===== src/ddr_rd_pkg.sv =====
/*
  Shared constants for the read-burst link: command codes, mode field
  layout, reset values and timing figures.
  Assumes both ends and the link interface import it.
*/
package ddr_rd_pkg;

  // ----------------------------------------------------------------
  // Widths
  // ----------------------------------------------------------------
  localparam int BA_W   = 3;
  localparam int NBANK  = 8;
  localparam int ADDR_W = 14;
  localparam int COL_W  = 10;
  localparam int DQ_W   = 8;
  localparam int LAT_W  = 3;
  localparam int CNT_W  = 5;

  // ----------------------------------------------------------------
  // Commands
  // ----------------------------------------------------------------
  typedef enum logic [2:0] {
    CMD_NOP   = 3'h0,
    CMD_ACT   = 3'h1,
    CMD_READ  = 3'h2,
    CMD_WRITE = 3'h3,
    CMD_PRE   = 3'h4,
    CMD_MODE  = 3'h5
  } cmd_t;

  typedef logic [DQ_W-1:0] elem_t;

  // ----------------------------------------------------------------
  // Address field layout
  // ----------------------------------------------------------------
  localparam int AP_BIT       = 10;
  localparam int MODE_CL_LSB  = 0;
  localparam int MODE_AL_LSB  = 3;
  localparam int MODE_BL8_BIT = 6;

  localparam logic [LAT_W-1:0] CL_RST  = 3'h3;
  localparam logic [LAT_W-1:0] AL_RST  = 3'h0;
  localparam logic             BL8_RST = 1'b0;

  // Strobe halves: {first half, second half}
  localparam logic [1:0] DQS_PRE  = 2'h0;
  localparam logic [1:0] DQS_DATA = 2'h2;

  // ----------------------------------------------------------------
  // Timing
  // ----------------------------------------------------------------
  localparam int CLK_PERIOD_NS = 20;
  localparam int CK_DIV        = 2;
  localparam int CK_PERIOD_NS  = CLK_PERIOD_NS * CK_DIV;
  localparam int T_RTP_NS_DEF  = 8;
  localparam int T_RP_NS_DEF   = 15;
  localparam int RTP_MIN_CK    = 2;
  localparam int WR_EXTRA_CK   = 2;
  localparam int TRUNC_GAP_CK  = 2;
  localparam int SLOT_DEPTH    = 18;
  localparam int SLOT_MIN      = 17;

endpackage


===== src/ddr_link_if.sv =====
/*
  Link between the memory controller end and the memory device end.
  Assumes the controller drives ck; read data is carried as one pair of
  elements per ck cycle, upper half first (rising half).
*/
interface ddr_link_if;
  import ddr_rd_pkg::*;

  logic                ck;
  cmd_t                cmd;
  logic [BA_W-1:0]     ba;
  logic [ADDR_W-1:0]   addr;
  logic [2*DQ_W-1:0]   dq;
  logic                dq_oe;
  logic [1:0]          dqs;
  logic [1:0]          dqs_n;
  logic                dqs_oe;

  modport dev (
    input  ck,
    input  cmd,
    input  ba,
    input  addr,
    output dq,
    output dq_oe,
    output dqs,
    output dqs_n,
    output dqs_oe
  );

  modport ctl (
    output ck,
    output cmd,
    output ba,
    output addr,
    input  dq,
    input  dq_oe,
    input  dqs,
    input  dqs_n,
    input  dqs_oe
  );

endinterface


===== src/ddr_rd_ctrl.sv =====
/*
  Memory controller end: makes ck from clk_i, issues commands one per ck
  cycle under the read, truncation, precharge and mode timing, and
  captures read data pairs.
  Assumes the device end samples commands on the rising edge of ck.
*/

// What this block does
// [RQ1] Read carries bank, column and auto-precharge flag
// [RQ2] Device auto-precharges after burst when asked
// [RQ3] First element arrives AL plus CL later
// [RQ4] One element per half clock
// [RQ5] Strobe preamble low before first element
// [RQ6] Strobe low during last element
// [RQ7] Data lines released after burst
// [RQ8] Gapless reads spaced half burst length
// [RQ9] Burst of four never truncated
// [RQ10] Burst of eight truncated only by read
// [RQ11] Truncating read exactly two clocks later
// [RQ12] Only idle cycles during truncation
// [RQ13] Read data drains before write
// [RQ14] Precharge only after non-auto-precharge read
// [RQ15] Read to precharge spacing formula
// [RQ16] Recovery counted from last prefetch edge
// [RQ17] Wait precharge time before next bank command
// [RQ18] Latencies set by mode load first
// [RQ19] Activate row before reading bank
// [RQ20] Nanosecond minima rounded up to clocks
// [RQ21] Track rows and auto precharge per bank
module ddr_rd_ctrl #(
  parameter int T_RTP_NS = ddr_rd_pkg::T_RTP_NS_DEF,
  parameter int T_RP_NS  = ddr_rd_pkg::T_RP_NS_DEF
) (
  input  wire logic                           clk_i,
  input  wire logic                           resetn_i,
  ddr_link_if.ctl                             link,
  input  wire logic                           req_valid_i,
  output logic                                req_ready_o,
  input  wire ddr_rd_pkg::cmd_t               req_cmd_i,
  input  wire logic [ddr_rd_pkg::BA_W-1:0]    req_ba_i,
  input  wire logic [ddr_rd_pkg::ADDR_W-1:0]  req_addr_i,
  input  wire logic                           req_trunc_i,
  output logic                                rd_valid_o,
  output logic [2*ddr_rd_pkg::DQ_W-1:0]       rd_data_o,
  output logic [ddr_rd_pkg::NBANK-1:0]        bank_open_o
);
  import ddr_rd_pkg::*;

  // ----------------------------------------------------------------
  // Timing in ck cycles
  // ----------------------------------------------------------------
  localparam int RTP_CK   = (T_RTP_NS + CK_PERIOD_NS - 1) / CK_PERIOD_NS; // [RQ20]
  localparam int RP_RAW   = (T_RP_NS + CK_PERIOD_NS - 1) / CK_PERIOD_NS; // [RQ20]
  localparam int RP_CK    = (RP_RAW < 1) ? 1 : RP_RAW;
  localparam int RTPRP_CK = (T_RTP_NS + T_RP_NS + CK_PERIOD_NS - 1) / CK_PERIOD_NS; // [RQ20]
  localparam int RTP_GAP  = (RTP_CK > RTP_MIN_CK) ? RTP_CK : RTP_MIN_CK;

  if (RTPRP_CK > 20 || RTP_GAP > 20)
  begin : g_timing_check
    $error("Timing figures exceed the bank counters");
  end

  typedef logic [CNT_W-1:0] cnt_t;

  // ----------------------------------------------------------------
  // Link clock
  // ----------------------------------------------------------------
  // Commands change as ck falls, so they are settled at its rise
  logic ck_reg;
  logic tick;

  always_ff @(posedge clk_i or negedge resetn_i)
  begin
    if (!resetn_i)
      ck_reg <= 1'b0;
    else
      ck_reg <= ~ck_reg;
  end

  assign tick    = ck_reg;
  assign link.ck = ck_reg;

  // ----------------------------------------------------------------
  // Mode mirror
  // ----------------------------------------------------------------
  logic [LAT_W-1:0] cl_reg;
  logic [LAT_W-1:0] al_reg;
  logic             bl8_reg;
  logic             accept;
  cnt_t             half;
  cnt_t             rl;

  assign half = bl8_reg ? cnt_t'(4) : cnt_t'(2);
  assign rl   = cnt_t'(al_reg) + cnt_t'(cl_reg);

  always_ff @(posedge clk_i or negedge resetn_i)
  begin
    if (!resetn_i)
    begin
      cl_reg  <= CL_RST;
      al_reg  <= AL_RST;
      bl8_reg <= BL8_RST;
    end
    else if (accept && req_cmd_i == CMD_MODE)
    begin
      cl_reg  <= req_addr_i[MODE_CL_LSB +: LAT_W]; // [RQ18]
      al_reg  <= req_addr_i[MODE_AL_LSB +: LAT_W];
      bl8_reg <= req_addr_i[MODE_BL8_BIT];
    end
  end

  // ----------------------------------------------------------------
  // Last read
  // ----------------------------------------------------------------
  cnt_t since_rd_reg;
  logic last_ap_reg;

  always_ff @(posedge clk_i or negedge resetn_i)
  begin
    if (!resetn_i)
    begin
      since_rd_reg <= '1;
      last_ap_reg  <= 1'b0;
    end
    else if (accept && req_cmd_i == CMD_READ)
    begin
      // A read two ck cycles later must see 2 here, as the monitor does
      since_rd_reg <= cnt_t'(1);
      last_ap_reg  <= req_addr_i[AP_BIT];
    end
    else if (tick && since_rd_reg != '1)
      since_rd_reg <= since_rd_reg + 1'b1;
  end

  // ----------------------------------------------------------------
  // Banks
  // ----------------------------------------------------------------
  logic [NBANK-1:0] open_v;
  logic [NBANK-1:0] ap_v;
  logic [NBANK-1:0] pre_ok_v;
  logic [NBANK-1:0] rp_ok_v;
  cnt_t             pre_load;
  cnt_t             apc_load;

  // Wait counted from the edge that starts the last prefetch
  assign pre_load = cnt_t'(al_reg) + half - cnt_t'(2) + cnt_t'(RTP_GAP); // [RQ15] [RQ16]
  assign apc_load = cnt_t'(al_reg) + half - cnt_t'(2) + cnt_t'(RTPRP_CK);

  for (genvar g = 0; g < NBANK; g++)
  begin : g_bank
    logic open_reg;
    logic ap_reg;
    cnt_t pre_wait_reg;
    cnt_t rp_wait_reg;
    logic hit;

    assign hit = accept && req_ba_i == BA_W'(g);

    always_ff @(posedge clk_i or negedge resetn_i)
    begin
      if (!resetn_i)
      begin
        open_reg     <= 1'b0;
        ap_reg       <= 1'b0;
        pre_wait_reg <= '0;
        rp_wait_reg  <= '0;
      end
      else if (tick)
      begin
        if (hit && req_cmd_i == CMD_ACT)
          open_reg <= 1'b1; // [RQ21]
        else if (hit && req_cmd_i == CMD_PRE)
        begin
          open_reg    <= 1'b0;
          rp_wait_reg <= cnt_t'(RP_CK); // [RQ17]
        end
        else if (hit && req_cmd_i == CMD_READ)
        begin
          pre_wait_reg <= pre_load; // [RQ15]
          if (req_addr_i[AP_BIT])
          begin
            ap_reg      <= 1'b1; // [RQ21]
            rp_wait_reg <= apc_load;
          end
        end
        else
        begin
          if (pre_wait_reg != '0)
            pre_wait_reg <= pre_wait_reg - 1'b1;
          if (rp_wait_reg != '0)
            rp_wait_reg <= rp_wait_reg - 1'b1;
          if (ap_reg && rp_wait_reg == cnt_t'(1))
          begin
            open_reg <= 1'b0;
            ap_reg   <= 1'b0;
          end
        end
      end
    end

    assign open_v[g]   = open_reg;
    assign ap_v[g]     = ap_reg;
    assign pre_ok_v[g] = pre_wait_reg == '0;
    assign rp_ok_v[g]  = rp_wait_reg == '0;
  end

  assign bank_open_o = open_v;

  // ----------------------------------------------------------------
  // Command legality
  // ----------------------------------------------------------------
  logic ok;
  logic busy_rd;
  logic trunc_ok;
  logic row_ok;

  // A burst still prefetching (under half ck cycles since its read) blocks all but a read
  assign busy_rd  = since_rd_reg < half; // [RQ10] [RQ12]
  assign trunc_ok = req_trunc_i && bl8_reg && !last_ap_reg
                    && since_rd_reg == cnt_t'(TRUNC_GAP_CK); // [RQ9] [RQ10] [RQ11]
  assign row_ok   = open_v[req_ba_i] && !ap_v[req_ba_i]; // [RQ19] [RQ21]

  always_comb
  begin
    ok = 1'b0;
    case (req_cmd_i)
      CMD_NOP:   ok = 1'b1;
      CMD_ACT:   ok = !open_v[req_ba_i] && rp_ok_v[req_ba_i] && !busy_rd; // [RQ17]
      CMD_READ:  ok = row_ok && (since_rd_reg >= half || trunc_ok); // [RQ8] [RQ1]
      CMD_WRITE: ok = row_ok && since_rd_reg >= half + cnt_t'(WR_EXTRA_CK); // [RQ13]
      CMD_PRE:   ok = row_ok && pre_ok_v[req_ba_i] && !busy_rd; // [RQ14] [RQ12]
      CMD_MODE:  ok = open_v == '0 && rp_ok_v == '1 && since_rd_reg >= rl + half; // [RQ18]
      default:   ok = 1'b0;
    endcase
  end

  assign req_ready_o = tick && ok;
  assign accept      = req_valid_i && req_ready_o;

  // ----------------------------------------------------------------
  // Command launch
  // ----------------------------------------------------------------
  cmd_t              cmd_reg;
  logic [BA_W-1:0]   ba_reg;
  logic [ADDR_W-1:0] addr_reg;

  always_ff @(posedge clk_i or negedge resetn_i)
  begin
    if (!resetn_i)
    begin
      cmd_reg  <= CMD_NOP;
      ba_reg   <= '0;
      addr_reg <= '0;
    end
    else if (tick)
    begin
      cmd_reg <= accept ? req_cmd_i : CMD_NOP; // [RQ1]
      if (accept)
      begin
        ba_reg   <= req_ba_i;
        addr_reg <= req_addr_i;
      end
    end
  end

  assign link.cmd  = cmd_reg;
  assign link.ba   = ba_reg;
  assign link.addr = addr_reg;

  // ----------------------------------------------------------------
  // Read capture
  // ----------------------------------------------------------------
  // Sampled half a ck after the device launches; ck is ours, so no
  // synchroniser is needed on the returning pair
  logic              rd_valid_reg;
  logic [2*DQ_W-1:0] rd_data_reg;

  always_ff @(posedge clk_i or negedge resetn_i)
  begin
    if (!resetn_i)
    begin
      rd_valid_reg <= 1'b0;
      rd_data_reg  <= '0;
    end
    else
    begin
      rd_valid_reg <= tick && link.dq_oe; // [RQ3] [RQ7]
      if (tick && link.dq_oe)
        rd_data_reg <= link.dq; // [RQ4]
    end
  end

  assign rd_valid_o = rd_valid_reg;
  assign rd_data_o  = rd_data_reg;

endmodule


===== src/flat_wrapper.sv =====
// flat-port wrapper written by rule: the top's interface ports become plain ports
module ddr_rd_ctrl_flat import ddr_rd_pkg::*;
#(
  parameter int T_RTP_NS = ddr_rd_pkg::T_RTP_NS_DEF,
  parameter int T_RP_NS  = ddr_rd_pkg::T_RP_NS_DEF
)
  (clk_i, resetn_i, req_valid_i, req_ready_o, req_cmd_i, req_ba_i, req_addr_i, req_trunc_i, rd_valid_o, rd_data_o, bank_open_o, link_ck, link_cmd, link_ba, link_addr, link_dq, link_dq_oe, link_dqs, link_dqs_n, link_dqs_oe);
  ddr_link_if link_i ();
  input  wire logic clk_i;
  input  wire logic resetn_i;
  input  wire logic req_valid_i;
  output logic req_ready_o;
  input  wire ddr_rd_pkg::cmd_t req_cmd_i;
  input  wire logic [ddr_rd_pkg::BA_W-1:0] req_ba_i;
  input  wire logic [ddr_rd_pkg::ADDR_W-1:0] req_addr_i;
  input  wire logic req_trunc_i;
  output logic rd_valid_o;
  output logic [2*ddr_rd_pkg::DQ_W-1:0] rd_data_o;
  output logic [ddr_rd_pkg::NBANK-1:0] bank_open_o;
  output wire logic [$bits(link_i.ck)-1:0] link_ck;
  output wire logic [$bits(link_i.cmd)-1:0] link_cmd;
  output wire logic [$bits(link_i.ba)-1:0] link_ba;
  output wire logic [$bits(link_i.addr)-1:0] link_addr;
  input wire logic [$bits(link_i.dq)-1:0] link_dq;
  input wire logic [$bits(link_i.dq_oe)-1:0] link_dq_oe;
  input wire logic [$bits(link_i.dqs)-1:0] link_dqs;
  input wire logic [$bits(link_i.dqs_n)-1:0] link_dqs_n;
  input wire logic [$bits(link_i.dqs_oe)-1:0] link_dqs_oe;
  assign link_ck = link_i.ck;
  assign link_cmd = link_i.cmd;
  assign link_ba = link_i.ba;
  assign link_addr = link_i.addr;
  assign link_i.dq = link_dq;
  assign link_i.dq_oe = link_dq_oe;
  assign link_i.dqs = link_dqs;
  assign link_i.dqs_n = link_dqs_n;
  assign link_i.dqs_oe = link_dqs_oe;
  ddr_rd_ctrl #(.T_RTP_NS(T_RTP_NS), .T_RP_NS(T_RP_NS)) u_core (.clk_i(clk_i), .resetn_i(resetn_i), .link(link_i), .req_valid_i(req_valid_i), .req_ready_o(req_ready_o), .req_cmd_i(req_cmd_i), .req_ba_i(req_ba_i), .req_addr_i(req_addr_i), .req_trunc_i(req_trunc_i), .rd_valid_o(rd_valid_o), .rd_data_o(rd_data_o), .bank_open_o(bank_open_o));
endmodule

===== config.mk =====
export PLATFORM = sky130hd
export DESIGN_NAME = ddr_rd_ctrl_flat
export DESIGN_NICKNAME = d
export VERILOG_FILES = /design/src/ddr_rd_pkg.sv /design/src/ddr_link_if.sv /design/src/ddr_rd_ctrl.sv /design/src/flat_wrapper.sv
export SDC_FILE = /design/constraint.sdc
export NUM_CORES = 1
export LEC_CHECK = 0
export ABC_CLOCK_PERIOD_IN_PS = 5750
export BUFFER_PORTS_ARGS = -buffer_cell sky130_fd_sc_hd__buf_2
export CAP_MARGIN = 20
export CORE_MARGIN = 4
export CORE_UTILIZATION = 40
export DETAILED_ROUTE_END_ITERATION = 16
export PLACE_DENSITY = 0.64
export SLEW_MARGIN = 10
export SYNTH_ARGS = -nofsm -noshare
export SYNTH_HDL_FRONTEND = slang
export SYNTH_SLANG_ARGS = --single-unit

===== constraint.sdc =====
create_clock -name clk_i -period 5.75 [get_ports clk_i]
set_input_delay 0.2875 -clock clk_i [delete_from_list [all_inputs] [get_ports clk_i]]
set_output_delay 0.2875 -clock clk_i [all_outputs]
set_load 0.1 [all_outputs]

* After elaboration in Yosys (flattened, before gate mapping) *
Cells that the tools add are included.

cells by class
  add/sub/neg operators = 24
  multipliers = 0
  divide/modulo/power cells = 0
  order comparisons = 5
  equality and inequality tests = 47
  shifts and indexed selects = 0
  mux-type cells = 95
  bitwise gates (word level) = 17
  reductions and logical operators = 164

operator list
  cell                                               count
  two-way mux 5 bit                                  43
  logical NOT 5 bit                                  16
  nonzero test 5 bit                                 16
  subtractor 5 x 1 -> 5 bit (second input constant)  16
  AND reduction 4 bit                                16
  logical AND 1 bit                                  58
  nonzero test 3 bit                                 16
  two-way mux 1 bit                                  45
  == test 5 x 1 -> 1 bit (second input constant)     8
  AND reduction 5 bit                                8
  nonzero test 2 bit                                 17
  != test 3 x 1 -> 1 bit (second input constant)     8
  != test 3 x 2 -> 1 bit (second input constant)     8
  AND reduction 3 bit                                8
  == test 3 bit (second input constant)              6
  NOT 1 bit                                          17
  != test 2 bit (second input constant)              8
  >= comparator 5 bit                                3
  binary-select mux 1 bit (select 3 bit)             4
  == test 3 x 2 -> 1 bit (second input constant)     4
  adder 5 x 1 -> 5 bit (second input constant)       2
  adder 5 x 2 -> 5 bit (second input constant)       2
  == test 8 bit (second input constant)              1
  logical NOT 8 bit                                  1
  other kinds (15)                                   21

word-level totals
  bits in registers = 147
  latch bits = 0
  bits in writable memories = 0
  memory bits (read-only) = 0
  bits of input ports = 46
  output and inout port bits = 47
  logic and storage cells = 395
  memories kept = 0

* Depth between registers and ports, before layout *
Gate-level depths: netlist of the first run.

  word-level depth = 14
  gate-level depth with buffers = 19
  mapped depth without buffers = 15

* Worst setup path before layout of the first run *
OpenSTA, ideal clock, no wires.

  kind = register -> output
  start = register u_core.cl_reg[0]
  end = output req_ready_o
  arrival = 4002 ps
  data required time = 5463 ps
  slack = 1461 ps
  cell stages (with the launch flop) = 14
  path through = dfstp_2 > ha_1 > fa_1 > ha_1 > inv_1 > fa_1 > ha_1 > o221ai_1 > a21oi_1 > o2111a_1 > or2_1 > buf_4 > nor2_1 > nor2_1

between the ends
  word-level cells in the longest chain between the ends = 6

RTL lines
  element                          RTL line            source
  from (decl)                      ddr_rd_ctrl.sv:86   logic [LAT_W-1:0] cl_reg;
  from (signal assigned)           ddr_rd_ctrl.sv:106  cl_reg <= req_addr_i[MODE_CL_LSB +: LAT_W];
  adder 3 x 3 -> 4 bit             ddr_rd_ctrl.sv:94   assign rl = cnt_t'(al_reg) + cnt_t'(cl_reg);
  adder 5 bit                      ddr_rd_ctrl.sv:232  CMD_MODE: ok = open_v == '0 && rp_ok_v == '1 && since_rd_reg >= rl + half;
  >= comparator 5 bit              ddr_rd_ctrl.sv:232
  logical AND 1 bit                ddr_rd_ctrl.sv:232
  case mux 1 bit (6 select lines)  ddr_rd_ctrl.sv:226  case (req_cmd_i)
  logical AND 1 bit                ddr_rd_ctrl.sv:237  assign req_ready_o = tick && ok;
  to (decl)                        flat_wrapper.sv:12  output logic req_ready_o;

Every way passes these cells.

* Final worst setup path of the first run *
  start = register u_core.al_reg[0]
  end = register u_core.g_bank[1].rp_wait_reg[2]

between the ends
  word-level cells in the longest chain between the ends = 11
  elaborated cells between the ends (all ways) = 21

RTL lines
  element                                                                    RTL line                                                    source
  from (decl)                                                                ddr_rd_ctrl.sv:87                                           logic [LAT_W-1:0] al_reg;
  from (signal assigned)                                                     ddr_rd_ctrl.sv:107                                          al_reg <= req_addr_i[MODE_AL_LSB +: LAT_W];
  adder 3 x 3 -> 4 bit                                                       ddr_rd_ctrl.sv:94
  adder 5 bit                                                                ddr_rd_ctrl.sv:232
  >= comparator 5 bit                                                        ddr_rd_ctrl.sv:232
  logical AND 1 bit                                                          ddr_rd_ctrl.sv:232
  case mux 1 bit (6 select lines)                                            ddr_rd_ctrl.sv:226
  logical AND 1 bit                                                          ddr_rd_ctrl.sv:237
  logical AND 1 bit                                                          ddr_rd_ctrl.sv:238                                          assign accept = req_valid_i && req_ready_o;
  logical AND 1 bit                                                          ddr_rd_ctrl.sv:157                                          assign hit = accept && req_ba_i == BA_W'(g);
  logical AND 1 bit (on tied branches)                                       ddr_rd_ctrl.sv:177, ddr_rd_ctrl.sv:170, ddr_rd_ctrl.sv:172
  != test 3 x 2 -> 1 bit (no line) (tied with other cells)                   -
  AND reduction 4 bit (no line) / two-way mux 5 bit (equally long branches)  -
  to (signal assigned)                                                       ddr_rd_ctrl.sv:175                                          rp_wait_reg <= cnt_t'(RP_CK);
  to (signal assigned)                                                       ddr_rd_ctrl.sv:183                                          rp_wait_reg <= apc_load;
  to (signal assigned)                                                       ddr_rd_ctrl.sv:191                                          rp_wait_reg <= rp_wait_reg - 1'b1;
  to (decl)                                                                  ddr_rd_ctrl.sv:154                                          cnt_t rp_wait_reg;

Parallel ways exist; a longest one is shown, timed or not. The select of a mux whose other input is x is not followed.
A chain may end at the register's enable or synchronous reset.

==> impl_metrics.py, run 1 <==
metrics = {
    "sta": {
        "fin_crit_ns": 5.01,
        "setup_tns_ns": 0,
        "grt_setup_unrepaired": "no",
        "fmax_mhz": 199,
        "final-setup-viol-count": 0,
        "finalMaxSlewViolations": 0,
        "fin_skew_ns": 0.00817,
        "fin_crit_sh_pct": 87.2,
        "tightest_slew_ns": 1.06,
        "max_slew_margin_pct": 29.6,
        "hold_viol": 0,
    },
    "critical_path": {
        "setup.worst_path.class": "reg -> reg",
        "cp-startpoint": "u_core.al_reg[0]",
        "r2r_setup_slack_ns": 0.74,
        "required_ns": 6.06,
        "start_kind": "flop",
        "critical_path.max_fanout": 19,
        "cp-end-kind": "flop",
        "crit_arrival_ns": 5.33,
        "worstRegToRegCells": 15,
        "reg2reg_from": "u_core.al_reg[0]",
        "setup.worst_path.end": "u_core.g_bank[1].rp_wait_reg[2]",
        "regToRegEndpoint": "u_core.g_bank[1].rp_wait_reg[2]",
    },
    "clock_network": {
        "htreeDepth": 4,
        "clkTransAtPathRegs_ns": 0.07,
        "cts_max_path_buffers": 2,
        "clk_latency_ns": 0.43,
        "ctsRootBufferMaster": "clkbuf_16",
        "cts_tree": "built",
        "cts_inserted_buffers": 17,
        "cts_resized": 0,
        "clkSinkCount": 147,
    },
    "synthesis": {
        "synth_area_mm2": 0.00953,
        "yosys_register_bits": 147,
        "synth_cell_types": 83,
        "yosys.area_share.simple_pct": 20.1,
        "synth-compound-area-share_pct": 23.4,
        "synth_fa_ha_area_share_pct": 6.46,
        "muxShareOfSynthArea_pct": 4.57,
        "synthFlopType": "dfrtp_1",
        "yosysWarnings": 0,
        "syn-num-nets": 1137,
        "synth_edf_count": 0,
        "synth_top_family_by_area": "compound AO/OA/AOI/OAI gates",
        "synthCells": 1043,
        "synth.avg_cell_area_um2": 9.13,
        "yosysSeqAreaShare_pct": 38.7,
        "synth-xor-area-share_pct": 1.01,
        "async_reset_ff_share_pct": 100,
    },
    "cells_and_area": {
        "nFillCells": 2274,
        "final_nets": 1204,
        "multiInputGateArea_mm2": 0.00531,
        "drive_gt1_share_pct": 19.2,
        "diodes": 0,
        "final_cell_mix": "dfrtp_1 (140), nand2_1 (95), buf_2 (86), nor2_1 (84), o21ai_0 (80)",
        "seqCellArea_mm2": 0.00369,
        "final_common_cell": "dfrtp_1",
        "final_area_mm2": 0.0108,
        "area_growth_pct": 13.7,
    },
    "hold_path": {
        "hold_start": "req_addr_i[7]",
        "hp-class": "in -> reg",
    },
    "floorplan": {
        "die_h_um": 162,
        "die_w_um": 162,
        "rows": 56,
        "start_util_pct": 40.6,
        "dieArea_mm2": 0.0263,
        "core_mm2": 0.0235,
        "ios": 93,
    },
    "routing": {
        "ant_nets": 0,
        "drt-total-wl_um": 29300,
        "first_pass_iters": 5,
        "drtIter0Drc": 924,
        "drt-vias-per-instance": 5.99,
        "remaining_drc_errors": 0,
        "num_vias": 8643,
        "avgRoutedWirePerCell_um": 20.3,
    },
    "global_route": {
        "busiest_layer": "met2",
        "grt_max_degree": 80,
        "use_met1_pct": 29.5,
        "met2_usage_pct": 36.9,
        "grt_usage_pct": 22.3,
        "antenna_found_initial": 1,
        "grt_pass1_wl_um": 46700,
        "met3_usage_pct": 4.29,
        "grt_overflow": 0,
        "grt_pass1_vias": 8320,
    },
    "power_and_ir_drop": {
        "peakVddDrop_v": 0.000244,
        "p_per_area_mw_per_mm2": 497,
        "leakage_nw": 4.73,
    },
    "status": {
        "status": "complete, no violations",
    },
    "placed_design": {
        "placed_area_mm2": 0.0102,
        "io_buffers": 87,
        "hpwl_um": 20200,
        "gp_congestion": 0.922,
    },
    "job": {
        "maxCapViolCount": 0,
    },
}
[routing by layer]
layer  wire length [um]  share of wire, %
met1              12200                42
met2              14300                49
met3               2000               6.8
met4                796               2.7
met5                 12             0.041
[synth_stat cells, types with 6 or more instances]
cell type | n | area, um^2
a211oi_1 | 6 | 45.0
a21o_1 | 7 | 52.6
a21oi_1 | 56 | 280
a22o_1 | 10 | 87.6
a22oi_1 | 9 | 67.6
a31oi_1 | 20 | 125
buf_2 | 18 | 90.1
buf_4 | 13 | 97.6
clkbuf_1 | 23 | 86.3
dfrtp_1 | 140 | 3500
dfstp_2 | 7 | 184
ha_1 | 46 | 576
inv_1 | 63 | 236
mux2_2 | 20 | 225
mux2i_1 | 12 | 120
nand2_1 | 95 | 357
nand2b_1 | 11 | 68.8
nand3_1 | 23 | 115
nand3b_1 | 7 | 52.6
nor2_1 | 84 | 315
nor2b_1 | 7 | 43.8
nor3_1 | 39 | 195
nor3b_1 | 16 | 120
nor4_1 | 13 | 81.3
nor4b_1 | 8 | 70.1
o211ai_1 | 9 | 67.6
o21ai_0 | 80 | 400
o21ai_1 | 8 | 40.0
o22a_1 | 8 | 70.1
o22ai_1 | 13 | 81.3
o31ai_1 | 16 | 120
or3_1 | 12 | 75.1
or4_1 | 6 | 45.0
xor2_1 | 6 | 52.6
[area by class of cell]
type	instances	area share, %
multi-input cells	772	49.0
clock inverters	13	1.36
clock buffers	19	4.09
inverters	63	2.18
flip-flops and latches	147	34.1
well taps	319	3.69
repair buffers	109	5.63
[worst min-delay path by stage]
stage                                       end  depth (start not counted)
6_report                    u_core.link.addr[7]                          3
5_1_grt                     u_core.link.addr[9]                          3
4_1_cts                     u_core.link.addr[8]                          3
3_5_place_dp   u_core.g_bank[3].pre_wait_reg[2]                          1
3_3_place_gp   u_core.g_bank[3].pre_wait_reg[2]                          1
2_1_floorplan                  u_core.al_reg[0]                          0
[what timing repair did]
action                    in CTS  in global routing
hold endpoints to repair      71                  0
hold buffers                   1                  0
setup buffers                  0                  0
[cell families (layout without fill, tap and decap cells)]
group | Yosys count | in the layout
AND/OR/NAND/NOR | 363 | 363
AO/OA/AOI/OAI | 314 | 314
flip-flops | 147 | 147
buffers and inverters | 124 | 204
adder cells (fa/ha/maj) | 48 | 48
multiplexers | 36 | 36
XOR/XNOR | 11 | 11
[worst max-delay path: stages, from the launching register on]
cell,delay [ns]
dfrtp_1,0.39
ha_1,0.24
fa_1,0.39
xor2_1,0.22
inv_1,0.09
fa_1,0.41
xnor2_1,0.17
ha_1,0.25
o21ai_0,0.15
a21oi_1,0.10
o2111a_1,0.28
or2_1,0.38
o21ai_4,0.64
nor2_1,0.33
a221o_1,0.48
a221o_1,0.37
[per-stage QoR]
stage          utilization, %  power (W)  std cells  worst slack [ns]  hold WS [ns]
2_1_floorplan               -    0.00355       1043              1.46      -0.00809
3_3_place_gp             43.6    0.00418       1409             0.890         0.387
3_5_place_dp             43.6    0.00424       1409             0.839         0.389
4_1_cts                  46.1    0.00539       1442             0.800        0.0297
5_1_grt                  46.1    0.00576       1442             0.423        0.0443
6_report                 46.1    0.00538       1442             0.736        0.0396
[power by group]
group / leakage (nW) / total, W / internal (W) / switching (W)
sequential: 1.79 / 0.00174 / 0.00140 / 0.000337
clock: 0.277 / 0.00113 / 0.000657 / 0.000475
combinational: 2.66 / 0.00251 / 0.000913 / 0.00159
total: 4.73 / 0.00538 / 0.00297 / 0.00241
Power figures use the tool's default switching activity.
==> run 2, diff against run 1 <==
--- a/config.mk
+++ b/config.mk
@@ -5,7 +5,7 @@
 export SDC_FILE = /design/constraint.sdc
 export NUM_CORES = 1
 export LEC_CHECK = 0
-export ABC_CLOCK_PERIOD_IN_PS = 5750
+export ABC_CLOCK_PERIOD_IN_PS = 5200
 export BUFFER_PORTS_ARGS = -buffer_cell sky130_fd_sc_hd__buf_2
 export CAP_MARGIN = 20
 export CORE_MARGIN = 4
==> constraint.sdc (replaced) <==
create_clock -name clk_i -period 5.2 [get_ports clk_i]
set_input_delay 0.26 -clock clk_i [delete_from_list [all_inputs] [get_ports clk_i]]
set_output_delay 0.26 -clock clk_i [all_outputs]
set_load 0.1 [all_outputs]
==> impl_metrics.py, run 2 (synthesis results as in run 1) <==
metrics = {
    "floorplan": {
        "die_h_um": 162,
        "ios": 93,
        "rows": 56,
        "start_util_pct": 40.6,
        "dieArea_mm2": 0.0263,
        "core_mm2": 0.0235,
        "die_w_um": 162,
    },
    "cells_and_area": {
        "multiInputGateArea_mm2": 0.00531,
        "final_area_mm2": 0.0109,
        "final_nets": 1217,
        "seqCellArea_mm2": 0.00369,
        "drive_gt1_share_pct": 20.3,
        "final_cell_mix": "dfrtp_1 (140), nand2_1 (95), buf_2 (86), nor2_1 (84), o21ai_0 (80)",
        "nFillCells": 2227,
        "diodes": 0,
        "final_common_cell": "dfrtp_1",
        "area_growth_pct": 14.7,
    },
    "hold_path": {
        "hold_start": "req_addr_i[11]",
        "hold_depth": 3,
        "worstHoldEndpoint": "u_core.link.addr[11]",
        "hp-class": "in -> reg",
    },
    "critical_path": {
        "cp_slowest_stage_delay_ns": 0.62,
        "worstRegToRegCells": 15,
        "crit_arrival_ns": 4.94,
        "cp-end-kind": "flop",
        "critPathSlowestCell": "o31ai_2",
        "regToRegEndpoint": "u_core.g_bank[2].pre_wait_reg[1]",
        "crit_chain": "ha_1 > fa_1 > ha_1 > inv_1 > fa_1 > ha_1 > o221ai_1 > a21oi_1 > o2111a_1 > or2_1 > o21ai_4 > buf_4 > o31ai_2 > a21oi_1 > o22a_1",
        "start_kind": "flop",
        "setup.worst_path.class": "reg -> reg",
        "cp_common_cell": "ha_1",
        "critical_path.max_fanout": 10,
        "r2r_setup_slack_ns": 0.58,
        "required_ns": 5.52,
        "reg2reg_from": "u_core.cl_reg[0]",
    },
    "global_route": {
        "antenna_found_initial": 1,
        "grt_pass1_wl_um": 46200,
        "grt_overflow": 0,
        "grt_usage_pct": 22.2,
        "grt_max_degree": 86,
        "grt_pass1_vias": 8356,
    },
    "sta": {
        "fin_skew_ns": 0.0113,
        "fin_crit_ns": 4.62,
        "hold_viol": 0,
        "setup_tns_ns": 0,
        "max_slew_margin_pct": 30.4,
        "fin_crit_sh_pct": 88.8,
        "fin_ws_ns": 0.580,
        "final-setup-viol-count": 0,
        "grt_setup_unrepaired": "no",
        "fmax_mhz": 216,
        "tightest_slew_ns": 1.04,
        "finalMaxSlewViolations": 0,
    },
    "routing": {
        "remaining_drc_errors": 0,
        "drt-vias-per-instance": 5.97,
        "drt-total-wl_um": 29400,
        "num_vias": 8683,
        "drtIter0Drc": 883,
        "first_pass_iters": 5,
        "avgRoutedWirePerCell_um": 20.2,
        "ant_nets": 0,
    },
    "placed_design": {
        "dp_slack_ns": 0.584,
        "hpwl_um": 20500,
        "gp_congestion": 0.926,
        "io_buffers": 87,
        "placed_area_mm2": 0.0103,
    },
    "clock_network": {
        "clkTransAtPathRegs_ns": 0.07,
        "ctsRootBufferMaster": "clkbuf_16",
        "clk_latency_ns": 0.43,
        "cts_max_path_buffers": 2,
        "htreeDepth": 4,
        "cts_tree": "built",
        "cts_inserted_buffers": 17,
        "cts_resized": 0,
        "clkSinkCount": 147,
    },
    "power_and_ir_drop": {
        "peakVddDrop_v": 0.000272,
        "leakage_nw": 4.81,
        "p_per_area_mw_per_mm2": 546,
    },
    "status": {
        "status": "complete, no violations",
    },
    "job": {
        "maxCapViolCount": 0,
    },
}
## run 2: worst max-delay path: cells and delay by family, from the launching register on
kind / cells / cell delay, ns
adder cells (fa/ha/maj): 5 / 1.53
AND/OR/NAND/NOR: 1 / 0.44
AO/OA/AOI/OAI: 7 / 1.71
buffers and inverters: 2 / 0.31
flip-flops: 1 / 0.53
## run 2: routing by layer
metal / GRT usage [%] / up-vias / share of wire, %
li1: - / 4009 / -
met2: 36.2 / 303 / 48
met4: 8.07 / 2 / 3.3
met1: 29.8 / 4301 / 43
met5: 0 / - / 0.041
met3: 3.76 / 68 / 5.3
## run 2: power breakdown
part	switching, W	internal, W	leakage [nW]
Clock	0.000566	0.000682	0.288
Sequential	0.000365	0.00155	1.79
Combinational	0.00178	0.00103	2.73
## run 2: area by class of cell
cell class	instances	area share, %
clock buffer	17	3.89
timing repair buffer	122	6.47
tap	319	3.65
inverter	63	2.16
clock inverter	15	1.44
multi-input combinational	772	48.6
sequential	147	33.7
## run 2: through the flow
stage	instances	hold slack, ns	utilization [%]	power, W
floorplan	1043	-0.0356	-	0.00393
global placement	1421	0.393	44.0	0.00464
detailed placement	1421	0.393	44.0	0.00471
CTS	1454	0.00915	46.5	0.00597
global route	1455	0.00885	46.5	0.00636
finish	1455	0.0152	46.5	0.00597
## run 2: worst max path at each step
stage	start	to	slack (ns)
2_1_floorplan	u_core.cl_reg[0]	req_ready_o	0.94
3_3_place_gp	u_core.cl_reg[0]	u_core.g_bank[6].pre_wait_reg[0]	0.66
3_5_place_dp	u_core.cl_reg[0]	u_core.g_bank[6].pre_wait_reg[0]	0.58
4_1_cts	u_core.cl_reg[0]	u_core.g_bank[6].pre_wait_reg[0]	0.58
5_1_grt	u_core.al_reg[0]	u_core.g_bank[6].pre_wait_reg[0]	0.32
6_report	u_core.cl_reg[0]	u_core.g_bank[2].pre_wait_reg[1]	0.58
## run 2: timing repair
item / 4_1_cts / 5_1_grt
hold endpoints to repair: 77 / 0
buffers inserted: 0 / 0
hold buffers: 1 / 0
==> run 3, diff against run 2 <==
--- a/config.mk
+++ b/config.mk
@@ -8,10 +8,13 @@
 export ABC_CLOCK_PERIOD_IN_PS = 5200
 export BUFFER_PORTS_ARGS = -buffer_cell sky130_fd_sc_hd__buf_2
 export CAP_MARGIN = 20
+export CELL_PAD_IN_SITES_DETAIL_PLACEMENT = 1
+export CELL_PAD_IN_SITES_GLOBAL_PLACEMENT = 2
 export CORE_MARGIN = 4
-export CORE_UTILIZATION = 40
+export CORE_UTILIZATION = 38
 export DETAILED_ROUTE_END_ITERATION = 16
-export PLACE_DENSITY = 0.64
+export PLACE_DENSITY = 0.87
+export REMOVE_ABC_BUFFERS = 1
 export SLEW_MARGIN = 10
 export SYNTH_ARGS = -nofsm -noshare
 export SYNTH_HDL_FRONTEND = slang
==> impl_metrics.py, run 3 (synthesis results as in run 1) <==
metrics = {
    "status": {
        "status": "complete, no violations",
    },
    "critical_path": {
        "setup.worst_path.class": "reg -> out",
        "crit_arrival_ns": 4.43,
        "cp-end-kind": "primary output",
        "critical_path.max_fanout": 6,
        "required_ns": 4.94,
        "start_kind": "flop",
    },
    "global_route": {
        "met3_usage_pct": 4.40,
        "grt_overflow": 0,
        "busiest_layer": "met2",
        "antenna_found_initial": 0,
        "met2_usage_pct": 38.7,
        "grt_max_degree": 95,
        "grt_usage_pct": 23.4,
        "grt_pass1_wl_um": 51900,
        "use_met1_pct": 31.9,
        "grt_pass1_vias": 9104,
    },
    "sta": {
        "fin_crit_ns": 4.69,
        "fin_ws_ns": 0.508,
        "max_slew_margin_pct": 29.6,
        "fin_crit_sh_pct": 90.2,
        "fin_skew_ns": 0.0245,
        "finalMaxSlewViolations": 0,
        "fmax_mhz": 213,
        "grt_setup_unrepaired": "no",
        "final-setup-viol-count": 0,
        "tightest_slew_ns": 1.06,
        "setup_tns_ns": 0,
        "hold_viol": 0,
    },
    "floorplan": {
        "die_h_um": 166,
        "ios": 93,
        "start_util_pct": 38.9,
        "die_w_um": 166,
        "rows": 57,
        "core_mm2": 0.0245,
        "dieArea_mm2": 0.0277,
    },
    "clock_network": {
        "cts_inserted_buffers": 17,
        "clk_latency_ns": 0.45,
        "postCtsSetupBuffers": 0,
        "ctsRootBufferMaster": "clkbuf_16",
        "clkSinkCount": 147,
        "cts_max_path_buffers": 2,
        "htreeDepth": 4,
        "cts_tree": "built",
        "clkTransAtPathRegs_ns": 0.07,
        "cts_resized": 0,
    },
    "cells_and_area": {
        "drive_gt1_share_pct": 20.7,
        "final_common_cell": "dfrtp_1",
        "final_cell_mix": "dfrtp_1 (140), nand2_1 (95), buf_2 (86), nor2_1 (84), o21ai_0 (80)",
        "nFillCells": 2848,
        "final_nets": 1221,
        "diodes": 0,
        "area_growth_pct": 15.7,
    },
    "placed_design": {
        "hpwl_um": 22700,
        "io_buffers": 87,
        "gp_congestion": 0.879,
        "dp_slack_ns": 0.575,
    },
    "power_and_ir_drop": {
        "peakVddDrop_v": 0.000321,
        "leakage_nw": 4.85,
        "p_per_area_mw_per_mm2": 559,
    },
    "routing": {
        "drt-total-wl_um": 32600,
        "drtIter0Drc": 777,
        "ant_nets": 0,
        "first_pass_iters": 5,
        "remaining_drc_errors": 0,
        "num_vias": 8827,
        "avgRoutedWirePerCell_um": 22.3,
        "drt-vias-per-instance": 6.03,
    },
    "hold_path": {
        "hp-class": "in -> reg",
    },
    "job": {
        "maxCapViolCount": 0,
    },
}
==> run 3: cell count changes in the layout (fill, tap and decap cells not counted) <==
cell,delta
buf_4,+4
bufinv_16,+2
clkinv_2,-1
clkinv_4,+1
clkinv_8,+2
inv_6,-2
inv_8,-2
xor2_1,-1
xor2_2,+1
==> run 3: final cells by class <==
type,instances,area (um^2),area share [%]
tap,324,405,3.68
clock inverter,15,214,1.94
clock buffer,17,425,3.86
sequential,147,3690,33.4
timing repair buffer,126,737,6.68
inverter,63,236,2.14
multi-input combinational,772,5320,48.3
==> run 3: path summary, 6_finish.rpt <==
kind / startpoint / endpoint / slack [ns] / cells after the start
max: u_core.cl_reg[0] / req_ready_o / 0.51 / 14
max reg2reg: u_core.cl_reg[0] / u_core.g_bank[6].pre_wait_reg[0] / 0.53 / 15
min: req_addr_i[8] / u_core.link.addr[8] / 0.006 / 3
max in group asynchronous: resetn_i / u_core.link.addr[0] / 3.48 / 3
min in group asynchronous: resetn_i / u_core.rd_data_o[9] / 0.46 / 2
min reg2reg: u_core.last_ap_reg / u_core.last_ap_reg / 0.47 / 2
==> run 3: stage by stage <==
| stage | instances | utilization (%) | total power, W | hold WS [ns] | instance area (um^2) |
|---|---|---|---|---|---|
| 6_report | 1464 | 45.1 | 0.00616 | 0.00598 | 11000 |
| 4_1_cts | 1463 | 45.0 | 0.00619 | 0.000755 | 11000 |
| 2_1_floorplan | 982 | - | 0.00390 | -0.0356 | 9210 |
| 5_1_grt | 1464 | 45.1 | 0.00660 | 0.000522 | 11000 |
| 3_5_place_dp | 1430 | 42.4 | 0.00480 | 0.435 | 10400 |
| 3_3_place_gp | 1430 | 42.4 | 0.00469 | 0.444 | 10400 |
==> run 3: layer usage <==
layer	vias up	wire, um	share of wire (%)
met2	267	15600	48
li1	4012	-	-
met5	-	0	0
met4	0	589	1.8
met3	45	1710	5.2
met1	4503	14800	45
==> run 3: repair_timing <==
action	4_1_cts	5_1_grt
endpoints found under the hold margin	45	0
hold buffers	1	0
endpoints found under the setup margin	0	0
==> run 3: power breakdown <==
part | switching, W | leakage (nW) | internal, W
clock | 0.000579 | 0.309 | 0.000779
combinational | 0.00183 | 2.75 | 0.00103
sequential | 0.000391 | 1.79 | 0.00155
==> run 3: critical path: stages (launching register included) <==
cell      delay, ns
dfstp_2        0.53
ha_1           0.18
fa_1           0.43
ha_1           0.22
inv_1          0.07
fa_1           0.42
ha_1           0.29
o221ai_1       0.10
a21oi_1        0.21
o2111a_1       0.23
or2_1          0.33
buf_4          0.21
nor2_1         0.08
nor2_1         0.21
buf_2          0.46
